--- config.mk ---
export PLATFORM = sky130hd
export DESIGN_NAME = ecc_event_capture_control_regs
export DESIGN_NICKNAME = d
export VERILOG_FILES = /design/src/pkg/ecc_pkg.sv /design/src/verilog/ecc_event_capture_control_regs.sv
export SDC_FILE = /design/constraint.sdc
export NUM_CORES = 2
export LEC_CHECK = 0
export BUFFER_PORTS_ARGS = -buffer_cell sky130_fd_sc_hd__buf_2
export CORE_ASPECT_RATIO = 2
export CORE_MARGIN = 8
export CORE_UTILIZATION = 62
export DETAILED_ROUTE_END_ITERATION = 8
export PLACE_DENSITY_LB_ADDON = 0.2
export SLEW_MARGIN = 20
export SYNTH_ARGS = -nofsm -noshare
export SYNTH_HDL_FRONTEND = slang
export SYNTH_SLANG_ARGS = --single-unit
--- constraint.sdc ---
create_clock -name ref_clk -period 11.35 [get_ports ref_clk]
set_input_delay 1.135 -clock ref_clk [delete_from_list [all_inputs] [get_ports ref_clk]]
set_output_delay 1.135 -clock ref_clk [all_outputs]
set_load 0.005 [all_outputs]
--- src/pkg/ecc_pkg.sv ---
package ecc_pkg;
	localparam logic [4:0] OFS_END_FLAG_SECOND_LAST = 5'h0c;
	localparam logic [4:0] OFS_END_FLAG_LAST        = 5'h0d;
	localparam logic [4:0] OFS_MAX_FRAGMENT_SIZE    = 5'h0e;
	localparam logic [4:0] OFS_IRQ_ZERO_CONTROL     = 5'h0f;
	localparam logic [4:0] OFS_LINK_ERROR_CAPTURE   = 5'h10;
	localparam logic [4:0] OFS_DOUBLE_BLOCK_CAPTURE = 5'h11;
	localparam logic [4:0] OFS_TEST_CONTROL         = 5'h12;
	localparam logic [4:0] OFS_TEST_LINK_DATA       = 5'h13;
	localparam logic [4:0] OFS_TEST_LINK_STATUS     = 5'h14;

	localparam int ADDR_W      = 18;
	localparam int MAXSIZE_W   = 18;
	localparam int CAP_OVR_BIT = 18;

	localparam int IRQ0_EMPTY_BIT = 0;
	localparam int IRQ0_FULL_BIT  = 1;
	localparam int IRQ0_OVFL_BIT  = 2;
	localparam int IRQ0_MASK_LSB  = 3;

	localparam int TEST_INJECT_BIT = 0;
	localparam int TEST_MODE_BIT   = 1;
	localparam int TSTAT_CTRL_BIT  = 0;
	localparam int TSTAT_ERR_BIT   = 1;

	localparam int PAGE_WORDS = 8;
	localparam int PAGE_COUNT = 4;
	localparam int SUM_DEPTH  = PAGE_WORDS * PAGE_COUNT;

	localparam int POS_START_WORD = 0;
	localparam int POS_START_ADDR = 1;
	localparam int POS_START_FLAG = 2;
	localparam int POS_END_FLAG0  = 5;
	localparam int POS_END_FLAG1  = 6;
	localparam int POS_END_WORD   = 7;

	localparam logic [31:0] RST_WORD     = 32'h0000_0000;
	localparam logic [17:0] RST_MAXSIZE  = 18'h3ffff;
	localparam logic [5:0]  RST_IRQ0     = 6'h00;
	localparam logic [1:0]  RST_TEST     = 2'h0;

	typedef enum logic [1:0] {
		ECC_BLK_IDLE = 2'b01,
		ECC_BLK_OPEN = 2'b10
	} ecc_blk_e;
endpackage

--- src/verilog/ecc_event_capture_control_regs.sv ---
`timescale 1ns/100ps
// Operation
// - end flag register bit0 enables flag
// - flags pick second-last and last words
// - drop words beyond maximum fragment size
// - irq0 status bits empty, full, overflow
// - writing one clears irq0 status bit
// - bits 3-5 mask irq0 status setting
// - link error register returns word address
// - bit18 flags unread capture overwritten
// - any write clears capture interrupt
// - double start or end raises interrupt
// - test bit1 replaces link by host
// - rising test bit0 injects one word
// - test data and status register layout
// - summary fifo holds 8-word pages
// - page word order positions 0 to 7
// - disabled words undefined, restart overwrites
// - logic reset from global or flag1
// - link reset from flag0 only
// - freeze stops taking link fifo words
// - flag3 high while summary fifo empty
// - start flag index and enable bits
module ecc_event_capture_control_regs
	import ecc_pkg::*;
(
	input  wire logic        ref_clk,
	input  wire logic        rstn,
	input  wire logic        reg_sel,
	input  wire logic        reg_wr,
	input  wire logic        reg_rd,
	input  wire logic [4:0]  reg_addr,
	input  wire logic [31:0] reg_wdata,
	output logic      [31:0] reg_rdata_ff,
	input  wire logic        sum_sel,
	input  wire logic        sum_rd,
	output logic      [31:0] sum_rdata_ff,
	input  wire logic        host_flag_link_rst_n,
	input  wire logic        host_flag_logic_rst_n,
	input  wire logic        host_flag_freeze_n,
	output logic             host_flag_fifo_empty_ff,
	output logic             link_interface_reset_n_ff,
	output logic             logic_rst_n_ff,
	input  wire logic        lfifo_valid,
	input  wire logic [31:0] lfifo_data,
	input  wire logic        link_control_word_indication_n,
	input  wire logic        link_error_indication_n,
	output logic             link_take_ff,
	output logic             pipe_valid_ff,
	output logic      [31:0] pipe_data_ff,
	output logic             pipe_ctrl_n_ff,
	output logic             pipe_err_n_ff,
	input  wire logic        cls_valid,
	input  wire logic [31:0] cls_data,
	input  wire logic        cls_start,
	input  wire logic        cls_end,
	input  wire logic        cls_err_n,
	input  wire logic [17:0] cls_addr,
	input  wire logic [2:0]  cls_start_flag,
	output logic             mem_wr_ff,
	output logic      [17:0] mem_addr_ff,
	output logic      [31:0] mem_data_ff,
	output logic             fifo_overflow_irq_out_n_ff,
	output logic             link_error_irq_out_n_ff,
	output logic             double_block_irq_out_n_ff
);
	logic            lrst;
	logic            wr_hit;
	logic            rd_hit;
	logic [1:0]      end_en_ff;
	logic [17:0]     max_size_ff;
	logic [2:0]      irq0_stat_ff;
	logic [2:0]      irq0_mask_ff;
	logic [1:0]      test_ctrl_ff;
	logic [31:0]     test_data_ff;
	logic [1:0]      test_stat_ff;
	logic            inj;
	ecc_blk_e        blk_ff;
	logic [17:0]     frag_cnt_ff;
	logic            trunc_ff;
	logic            drop;
	logic            ovfl_evt;
	logic            dbl_evt;
	logic            err_evt;
	logic [17:0]     le_addr_ff;
	logic            le_ovr_ff;
	logic            le_act_ff;
	logic            le_unread_ff;
	logic [17:0]     db_addr_ff;
	logic            db_ovr_ff;
	logic            db_act_ff;
	logic            db_unread_ff;
	logic [31:0]     prev1_ff;
	logic [31:0]     prev2_ff;
	logic [31:0]     page_ff [PAGE_WORDS];
	logic            commit_ff;
	logic [31:0]     sum_mem [SUM_DEPTH];
	logic [2:0]      wr_page_ff;
	logic [5:0]      rd_ptr_ff;
	logic            sum_empty;
	logic            sum_full;
	logic [2:0]      nxt_irq0;

	// both resets are synchronous; flag1 low acts like board reset
	assign lrst   = !rstn || !host_flag_logic_rst_n;
	assign wr_hit = reg_sel && reg_wr;
	assign rd_hit = reg_sel && reg_rd;
	assign inj    = wr_hit && reg_addr == OFS_TEST_CONTROL && test_ctrl_ff[TEST_MODE_BIT]
		&& reg_wdata[TEST_MODE_BIT] && reg_wdata[TEST_INJECT_BIT]
		&& !test_ctrl_ff[TEST_INJECT_BIT];

	always_ff @(posedge ref_clk) begin
		logic_rst_n_ff <= !lrst;
	end

	// link side deliberately survives global reset
	always_ff @(posedge ref_clk) begin
		link_interface_reset_n_ff <= host_flag_link_rst_n;
	end

	always_ff @(posedge ref_clk) begin
		if (lrst) begin
			end_en_ff    <= 2'h0;
			max_size_ff  <= RST_MAXSIZE;
			irq0_mask_ff <= RST_IRQ0[5:3];
			test_ctrl_ff <= RST_TEST;
			test_data_ff <= RST_WORD;
			test_stat_ff <= RST_TEST;
		end else if (wr_hit) begin
			case (reg_addr)
				OFS_END_FLAG_SECOND_LAST: end_en_ff[0] <= reg_wdata[0];
				OFS_END_FLAG_LAST:        end_en_ff[1] <= reg_wdata[0];
				OFS_MAX_FRAGMENT_SIZE:    max_size_ff <= reg_wdata[MAXSIZE_W-1:0];
				OFS_IRQ_ZERO_CONTROL:     irq0_mask_ff <= reg_wdata[IRQ0_MASK_LSB +: 3];
				OFS_TEST_CONTROL:         test_ctrl_ff <= reg_wdata[1:0];
				OFS_TEST_LINK_DATA:       test_data_ff <= reg_wdata;
				OFS_TEST_LINK_STATUS:     test_stat_ff <= reg_wdata[1:0];
				default: begin
				end
			endcase
		end
	end

	always_ff @(posedge ref_clk) begin
		if (lrst) begin
			reg_rdata_ff <= RST_WORD;
		end else if (rd_hit) begin
			case (reg_addr)
				OFS_END_FLAG_SECOND_LAST: reg_rdata_ff <= {31'h0, end_en_ff[0]};
				OFS_END_FLAG_LAST:        reg_rdata_ff <= {31'h0, end_en_ff[1]};
				OFS_MAX_FRAGMENT_SIZE:    reg_rdata_ff <= {14'h0, max_size_ff};
				OFS_IRQ_ZERO_CONTROL:     reg_rdata_ff <= {26'h0, irq0_mask_ff, irq0_stat_ff};
				OFS_LINK_ERROR_CAPTURE:   reg_rdata_ff <= {13'h0, le_ovr_ff, le_addr_ff};
				OFS_DOUBLE_BLOCK_CAPTURE: reg_rdata_ff <= {13'h0, db_ovr_ff, db_addr_ff};
				OFS_TEST_CONTROL:         reg_rdata_ff <= {30'h0, test_ctrl_ff};
				OFS_TEST_LINK_DATA:       reg_rdata_ff <= test_data_ff;
				OFS_TEST_LINK_STATUS:     reg_rdata_ff <= {30'h0, test_stat_ff};
				default:                  reg_rdata_ff <= RST_WORD;
			endcase
		end
	end

	// input selection: link fifo, or host words while in test mode
	always_ff @(posedge ref_clk) begin
		if (lrst) begin
			link_take_ff <= 1'b0;
		end else begin
			link_take_ff <= host_flag_freeze_n && host_flag_link_rst_n
				&& !test_ctrl_ff[TEST_MODE_BIT];
		end
	end

	always_ff @(posedge ref_clk) begin
		if (lrst) begin
			pipe_valid_ff  <= 1'b0;
			pipe_data_ff   <= RST_WORD;
			pipe_ctrl_n_ff <= 1'b1;
			pipe_err_n_ff  <= 1'b1;
		end else if (inj) begin
			pipe_valid_ff  <= 1'b1;
			pipe_data_ff   <= test_data_ff;
			pipe_ctrl_n_ff <= test_stat_ff[TSTAT_CTRL_BIT];
			pipe_err_n_ff  <= test_stat_ff[TSTAT_ERR_BIT];
		end else if (link_take_ff && !test_ctrl_ff[TEST_MODE_BIT]) begin
			pipe_valid_ff  <= lfifo_valid;
			pipe_data_ff   <= lfifo_data;
			pipe_ctrl_n_ff <= link_control_word_indication_n;
			pipe_err_n_ff  <= link_error_indication_n;
		end else begin
			pipe_valid_ff  <= 1'b0;
		end
	end

	// block tracking and fragment truncation
	assign drop     = cls_valid && !cls_start && blk_ff == ECC_BLK_OPEN
		&& frag_cnt_ff >= max_size_ff;
	assign ovfl_evt = drop && !trunc_ff;
	assign dbl_evt  = cls_valid && ((cls_start && blk_ff == ECC_BLK_OPEN)
		|| (cls_end && blk_ff != ECC_BLK_OPEN));
	assign err_evt  = cls_valid && !cls_err_n;

	always_ff @(posedge ref_clk) begin
		if (lrst) begin
			blk_ff      <= ECC_BLK_IDLE;
			frag_cnt_ff <= 18'h0;
			trunc_ff    <= 1'b0;
		end else if (cls_valid) begin
			case (blk_ff)
				ECC_BLK_IDLE: begin
					if (cls_start) begin
						blk_ff <= ECC_BLK_OPEN;
					end
				end
				ECC_BLK_OPEN: begin
					if (cls_end && !cls_start) begin
						blk_ff <= ECC_BLK_IDLE;
					end
				end
				default: blk_ff <= ECC_BLK_IDLE;
			endcase
			if (cls_start) begin
				frag_cnt_ff <= 18'h0;
				trunc_ff    <= 1'b0;
			end else if (drop) begin
				trunc_ff    <= 1'b1;
			end else begin
				frag_cnt_ff <= frag_cnt_ff + 18'h1;
			end
		end
	end

	always_ff @(posedge ref_clk) begin
		if (lrst) begin
			mem_wr_ff   <= 1'b0;
			mem_addr_ff <= 18'h0;
			mem_data_ff <= RST_WORD;
		end else begin
			mem_wr_ff   <= cls_valid && !drop;
			mem_addr_ff <= cls_addr;
			mem_data_ff <= cls_data;
		end
	end

	// irq0: level sources sample masks; a set beats a clear
	always_comb begin
		nxt_irq0 = irq0_stat_ff;
		if (wr_hit && reg_addr == OFS_IRQ_ZERO_CONTROL) begin
			nxt_irq0 = nxt_irq0 & ~reg_wdata[2:0];
		end
		if (sum_empty && irq0_mask_ff[IRQ0_EMPTY_BIT]) begin
			nxt_irq0[IRQ0_EMPTY_BIT] = 1'b1;
		end
		if (sum_full && irq0_mask_ff[IRQ0_FULL_BIT]) begin
			nxt_irq0[IRQ0_FULL_BIT] = 1'b1;
		end
		if (ovfl_evt && irq0_mask_ff[IRQ0_OVFL_BIT]) begin
			nxt_irq0[IRQ0_OVFL_BIT] = 1'b1;
		end
	end

	always_ff @(posedge ref_clk) begin
		if (lrst) begin
			irq0_stat_ff <= RST_IRQ0[2:0];
		end else begin
			irq0_stat_ff <= nxt_irq0;
		end
	end

	// captures: overrun only when host never read the pending address
	always_ff @(posedge ref_clk) begin
		if (lrst) begin
			le_addr_ff   <= 18'h0;
			le_ovr_ff    <= 1'b0;
			le_act_ff    <= 1'b0;
			le_unread_ff <= 1'b0;
		end else if (err_evt) begin
			le_addr_ff   <= cls_addr;
			le_ovr_ff    <= le_ovr_ff || le_unread_ff;
			le_act_ff    <= 1'b1;
			le_unread_ff <= 1'b1;
		end else begin
			if (wr_hit && reg_addr == OFS_LINK_ERROR_CAPTURE) begin
				le_act_ff <= 1'b0;
				le_ovr_ff <= 1'b0;
			end
			if (rd_hit && reg_addr == OFS_LINK_ERROR_CAPTURE) begin
				le_unread_ff <= 1'b0;
			end
		end
	end

	always_ff @(posedge ref_clk) begin
		if (lrst) begin
			db_addr_ff   <= 18'h0;
			db_ovr_ff    <= 1'b0;
			db_act_ff    <= 1'b0;
			db_unread_ff <= 1'b0;
		end else if (dbl_evt) begin
			db_addr_ff   <= cls_addr;
			db_ovr_ff    <= db_ovr_ff || db_unread_ff;
			db_act_ff    <= 1'b1;
			db_unread_ff <= 1'b1;
		end else begin
			if (wr_hit && reg_addr == OFS_DOUBLE_BLOCK_CAPTURE) begin
				db_act_ff <= 1'b0;
				db_ovr_ff <= 1'b0;
			end
			if (rd_hit && reg_addr == OFS_DOUBLE_BLOCK_CAPTURE) begin
				db_unread_ff <= 1'b0;
			end
		end
	end

	always_ff @(posedge ref_clk) begin
		if (lrst) begin
			fifo_overflow_irq_out_n_ff <= 1'b1;
			link_error_irq_out_n_ff    <= 1'b1;
			double_block_irq_out_n_ff  <= 1'b1;
		end else begin
			fifo_overflow_irq_out_n_ff <= !(|irq0_stat_ff);
			link_error_irq_out_n_ff    <= !le_act_ff;
			double_block_irq_out_n_ff  <= !db_act_ff;
		end
	end

	// page assembly; slots of disabled flags keep stale data
	always_ff @(posedge ref_clk) begin
		if (lrst) begin
			prev1_ff  <= RST_WORD;
			prev2_ff  <= RST_WORD;
			commit_ff <= 1'b0;
		end else begin
			commit_ff <= cls_valid && cls_end && !cls_start;
			if (cls_valid && !cls_end) begin
				prev1_ff <= cls_data;
				prev2_ff <= prev1_ff;
			end
		end
	end

	always_ff @(posedge ref_clk) begin
		if (cls_valid && cls_start) begin
			page_ff[POS_START_WORD] <= cls_data;
			page_ff[POS_START_ADDR] <= cls_addr == 18'h0 ? RST_WORD : {14'h0, cls_addr};
		end
		for (int i = 0; i < 3; i++) begin
			if (cls_valid && cls_start_flag[i]) begin
				page_ff[POS_START_FLAG+i] <= cls_data;
			end
		end
		if (cls_valid && cls_end && !cls_start) begin
			if (end_en_ff[0]) begin
				page_ff[POS_END_FLAG0] <= prev2_ff;
			end
			if (end_en_ff[1]) begin
				page_ff[POS_END_FLAG1] <= prev1_ff;
			end
			page_ff[POS_END_WORD] <= cls_data;
		end
	end

	// summary fifo: whole pages in, single words out; full drops the page
	assign sum_empty = {wr_page_ff, 3'h0} == rd_ptr_ff;
	assign sum_full  = wr_page_ff[1:0] == rd_ptr_ff[4:3] && wr_page_ff[2] != rd_ptr_ff[5];

	always_ff @(posedge ref_clk) begin
		if (commit_ff && !sum_full) begin
			for (int i = 0; i < PAGE_WORDS; i++) begin
				sum_mem[{wr_page_ff[1:0], 3'(i)}] <= page_ff[i];
			end
		end
	end

	always_ff @(posedge ref_clk) begin
		if (lrst) begin
			wr_page_ff <= 3'h0;
		end else if (commit_ff && !sum_full) begin
			wr_page_ff <= wr_page_ff + 3'h1;
		end
	end

	always_ff @(posedge ref_clk) begin
		if (lrst) begin
			rd_ptr_ff    <= 6'h0;
			sum_rdata_ff <= RST_WORD;
		end else if (sum_sel && sum_rd && !sum_empty) begin
			sum_rdata_ff <= sum_mem[rd_ptr_ff[4:0]];
			rd_ptr_ff    <= rd_ptr_ff + 6'h1;
		end
	end

	always_ff @(posedge ref_clk) begin
		if (lrst) begin
			host_flag_fifo_empty_ff <= 1'b1;
		end else begin
			host_flag_fifo_empty_ff <= sum_empty;
		end
	end
endmodule

==> Yosys cells after proc, flatten, opt, wreduce, memory -nomap -nowiden <==
Memory sizes are Yosys's and may differ from the RTL's. A register that Yosys moved wholly into a read port is not among the register bits.
Index checks and enable logic that the tools add are counted.
{ "totals": {"register_bits": 324, "mem_bits_rw": 1280, "input_bits": 139, "memories": 2} }
{ "memory_table": {"columns": ["memory", "words", "word_bits", "rd", "rd_clocked_by_memory_dff", "write_ports", "line", "rtl"], "rows": [
  ["sum_mem", 32, 32, 1, 1, 8, "ecc_event_capture_control_regs.sv:97", "logic [31:0] sum_mem [SUM_DEPTH];"],
  ["page_ff", 8, 32, 8, 0, 6, "ecc_event_capture_control_regs.sv:95", "logic [31:0] page_ff [PAGE_WORDS];"]
]} }
{ "op_classes": {"n_addsub": 3, "order_cmp": 1, "eq_ne": 18, "muxes": 55, "n_bitwise": 2, "n_reduce_logical": 81} }
{ "ops": {"columns": ["cell", "n"], "rows": [
  ["32-bit one-hot mux with 9 select lines", 1],
  ["32-bit two-way mux", 4],
  ["32-bit OR reduction", 2],
  ["18-bit two-way mux", 3],
  ["1-bit two-way mux", 41],
  ["1-bit logical AND", 39],
  ["5-bit == test, second input constant", 5],
  ["5-bit by 4-bit == test with 1-bit output, second input constant", 4],
  ["18-bit by 1-bit adder with 18-bit output, second input constant", 1],
  ["18-bit greater-or-equal comparator", 1],
  ["18-bit logical NOT", 1],
  ["2-bit AND reduction", 9],
  ["2-bit nonzero test", 9],
  ["1-bit logical NOT", 15],
  ["3-bit two-way mux", 3],
  ["6-bit by 1-bit adder with 6-bit output, second input constant", 1],
  ["6-bit == test", 1],
  ["2-bit inequality test, second input constant", 3],
  ["1-bit logical OR", 4],
  ["2-bit two-way mux", 2],
  ["2-bit one-hot mux with 2 select lines", 1],
  ["3-bit by 1-bit adder with 3-bit output, second input constant", 1],
  ["3-bit AND", 1],
  ["3-bit NOT", 1],
  ["other kinds (7)", 7]
]} }

==> Longest topological paths before layout <==
{ "logic_depth": {"depth_word": 7, "ltp_mapped": 12} }

==> Worst setup path before layout <==
No wires, ideal clock.
{ "synth_path": {"path_type": "register to register", "startpoint": "register rd_ptr_ff[3]", "endpoint": "memory sum_mem[24][0] (enable)", "setup_time_ns": 0.636, "arrival_ns": 6.487, "required_time_ns": 10.714, "slack_ns": 4.228, "path_stages_with_launch": 6, "synth_period_minus_slack_ns": 7.122, "cell_sequence": "dfxtp_1 > buf_2 > xnor2_1 > nand2_1 > o21a_1 > and2_1"} }
{ "synth_lines": {"columns": ["item", "line", "rtl"], "rows": [
  ["start, declared", "ecc_event_capture_control_regs.sv:99", "logic [5:0] rd_ptr_ff;"],
  ["start signal, assigned", "ecc_event_capture_control_regs.sv:388", "rd_ptr_ff <= rd_ptr_ff + 6'h1;"],
  ["end, declared", "ecc_event_capture_control_regs.sv:97", null]
]} }

==> impl_metrics.json <==
{
  "yosys_warnings": 0,
  "cts.sinks": 1566,
  "dpl-instance-area_sq_um": 60330,
  "netlist_area_sq_um": 57740,
  "slew_headroom_pct": 23.34,
  "critical_path_class": "reg -> reg",
  "final_nets": 3908,
  "power_leakage_uw": 0.02137,
  "num_rows": 158,
  "synth_cell_types": 60,
  "coreArea_sq_um": 92520,
  "drc": 0,
  "synth-edff-count": 1210,
  "grt_use_total_pct": 25.84,
  "cts_tree": "yes",
  "maxCapViolCount": 0,
  "cts_buffer_depth": 3,
  "power.switching_uw": 2218,
  "die_y_um": 447.6,
  "rsz0062_at_grt": "no",
  "grt_max_degree": 203,
  "tightest_slew_ns": 1.150,
  "cp_max_fo": 74,
  "vdd_ir_drop_max_uv": 141.0,
  "required_ns": 11.70,
  "port_buffers": 295,
  "ant_nets": 0,
  "grt_pass1_wl_mm": 200.4,
  "post-route-period-util_pct": 37.11,
  "io_pins": 296,
  "routed_wl_mm": 135.4,
  "p_total_uw": 10870,
  "gp_congestion": 0.8284,
  "first_pass_iters": 6,
  "start_util_pct": 62.40,
  "whs_ns": 0.4209,
  "synth-async-reset-ratio_pct": 0,
  "outcome": "finished, final reports clean",
  "clk-insertion-delay-late_ns": 0.74,
  "finalHoldViolCount": 0,
  "setup_tns_ns": 0,
  "area_growth_pct": 11.75,
  "root_buffer": "clkbuf_16",
  "die-area_sq_um": 103700,
  "min_from": "le_act_ff",
  "hold-path-endpoint": "link_error_irq_out_n_ff",
  "cts.clk_slew.worst_paths_ns": 0.07,
  "maxSlewViolCount": 0,
  "post-cts-setup-buffer-count": 0,
  "cp-start-kind": "flop",
  "instances_no_fill": 5055,
  "die_w_um": 231.8,
  "initialDrtViolationCount": 2822,
  "hold_class": "reg -> reg",
  "dp.cells": 4821,
  "numCtsBuffers": 120,
  "h-tree-depth": 3,
  "fin_skew_ns": 0.02914,
  "power_density_nw_per_um2": 168.5,
  "dr_total_vias": 31890,
  "hold_depth": 1,
  "grt_pass1_vias": 32780,
  "clkPwrFrac_pct": 40.4,
  "p_int_uw": 8655,
  "fillers": 5984,
  "max_freq_mhz": 237.4,
  "endpoint_kind": "flop",
  "arrival_ns": 4.57,
  "cts.repair.resized": 0,
  "wl_per_cell_um": 26.78,
  "ys_seq_area_share_pct": 75.28,
  "holdBufCountCts": 0,
  "synth_flop_cell": "edfxtp_1",
  "netSwitchingFraction_pct": 20.40,
  "antenna_found_initial": 17,
  "drive_gt1_share_pct": 21.42,
  "finalInstanceArea_sq_um": 64520,
  "synthesis.nets": 3668,
  "timing.final.crit_period_ns": 4.212,
  "reg2regPathDepth": 7,
  "routed_via_density": 6.308,
  "ys_seq_elements": 1566,
  "setup_viol": 0,
  "pwr-share-seq_pct": 57.8,
  "avgSynthCellArea_sq_um": 16.48,
  "dp_hpwl_mm": 81.61,
  "r2r_slack_ns": 7.14,
  "power_frac_comb_pct": 1.8,
  "syn_inst": 3504,
  "overflow": 0,
  "r2r-end": "sum_mem[7][24]",
  "r2r_start": "rd_ptr_ff[4]"
}
==> Yosys cell counts (all sizes together) (31+ instances only) <==
cell type | instances | area, sq um
a311oi | 32 | 280.3
and3 | 60 | 375.4
dfxtp | 356 | 7127
mux2 | 31 | 349.1
nor2b | 38 | 237.7
nor2 | 148 | 555.5
a221oi | 46 | 420.4
o211ai | 41 | 321.6
o21ai | 32 | 160.2
mux2i | 92 | 920.9
a22oi | 81 | 608.1
clkbuf | 167 | 626.9
mux4 | 200 | 4504
buf | 66 | 324.1
nand2 | 458 | 1719
edfxtp | 1210 | 36330
a211oi | 47 | 352.8
a21oi | 193 | 965.9
==> through the flow <==
stage / setup WS, ns / utilization, %
5_1_grt: 6.884 / 69.73
2_1_floorplan: 4.228 / -
4_1_cts: 7.079 / 69.71
6_report: 7.138 / 69.74
3_3_place_gp: 7.167 / 65.19
3_5_place_dp: 6.963 / 65.21
==> metal layers <==
layer | track usage (%) | up-vias | part of all wire, %
met5 | 0 | - | 0.058
met3 | 4.697 | 275 | 7.1
met4 | 9.518 | 14 | 3.3
met2 | 46.24 | 1321 | 53
met1 | 30.95 | 16320 | 36
li1 | - | 13960 | -
==> power groups by stage <==
stage          clock [uW]  combinational, uW  sequential, uW
6_report             4390                199            6290
3_3_place_gp            0                196            6410
5_1_grt              4640                210            6290
3_5_place_dp            0                199            6410
4_1_cts              4440                199            6280
2_1_floorplan           0               84.5            6390
==> placed cells by master (no fill, tap or decap), drive strengths merged, types with 16 or more instances in the layout <==
cell	n
nor2	148
a311oi	32
edfxtp	1210
mux4	200
o211ai	41
a21oi	193
a221oi	46
inv	37
bufinv	16
clkinvlp	17
dfxtp	356
clkinv	52
a211oi	47
buf	351
nor2b	38
ha	25
nand2	458
clkbuf	138
and3	60
mux2i	92
mux2	31
a22oi	81
o21ai	32
==> how the worst max path moves through the flow <==
stage	slack (ns)	startpoint	to
after floorplan	4.23	rd_ptr_ff[3]	sum_mem[24][0]
after global placement	7.17	host_flag_logic_rst_n	sum_rdata_ff[14]
after detailed placement	6.96	rstn	sum_rdata_ff[14]
after CTS	7.08	rd_ptr_ff[4]	sum_mem[7][25]
after global routing	6.88	rd_ptr_ff[4]	sum_mem[7][24]
final	7.14	rd_ptr_ff[4]	sum_mem[7][24]
==> final cells by class <==
type                    count  area, sq um  share of cell area (%)
clock inverters            92         1031                   1.598
repair buffers            351         1954                   3.029
multi-input cells        1675        13310                   20.63
clock buffers             138         3131                   4.852
well taps                1200         1501                   2.327
flip-flops and latches   1566        43480                   67.38
inverters                  30        112.6                  0.1745
diodes                      3        7.507                 0.01164
==> state kept, by name (all words and copies together), names as in the netlist, 2 cells and up <==
register,flops
reg_rdata_ff,32
prev1_ff,32
rd_ptr_ff,6
mem_data_ff,32
mem_addr_ff,18
wr_page_ff,3
prev2_ff,32
irq0_mask_ff,3
le_addr_ff,18
page_ff,242
pipe_data_ff,32
blk_ff,2
frag_cnt_ff,18
end_en_ff,2
test_ctrl_ff,2
db_addr_ff,18
test_data_ff,32
sum_mem,968
test_stat_ff,2
max_size_ff,18
sum_rdata_ff,32
irq0_stat_ff,3
==> worst max-delay path: stages (launching register included) <==
cell	delay, ns
dfxtp_1	0.31
buf_4	0.36
xnor2_1	0.23
nand2_1	0.12
o21a_1	0.27
and2_4	0.67
buf_4	0.90
buf_4	0.86
==> logic make-up after synthesis <==
family	Yosys count	synth area share, %
AO/OA/AOI/OAI	528	6.176
XOR/XNOR	10	0.1517
adder cells (fa/ha/maj)	25	0.5418
buffers and inverters	263	1.842
flip-flops	1566	75.28
multiplexers	323	10.00
AND/OR/NAND/NOR	789	6.009
(Power assumes the default switching activity.)
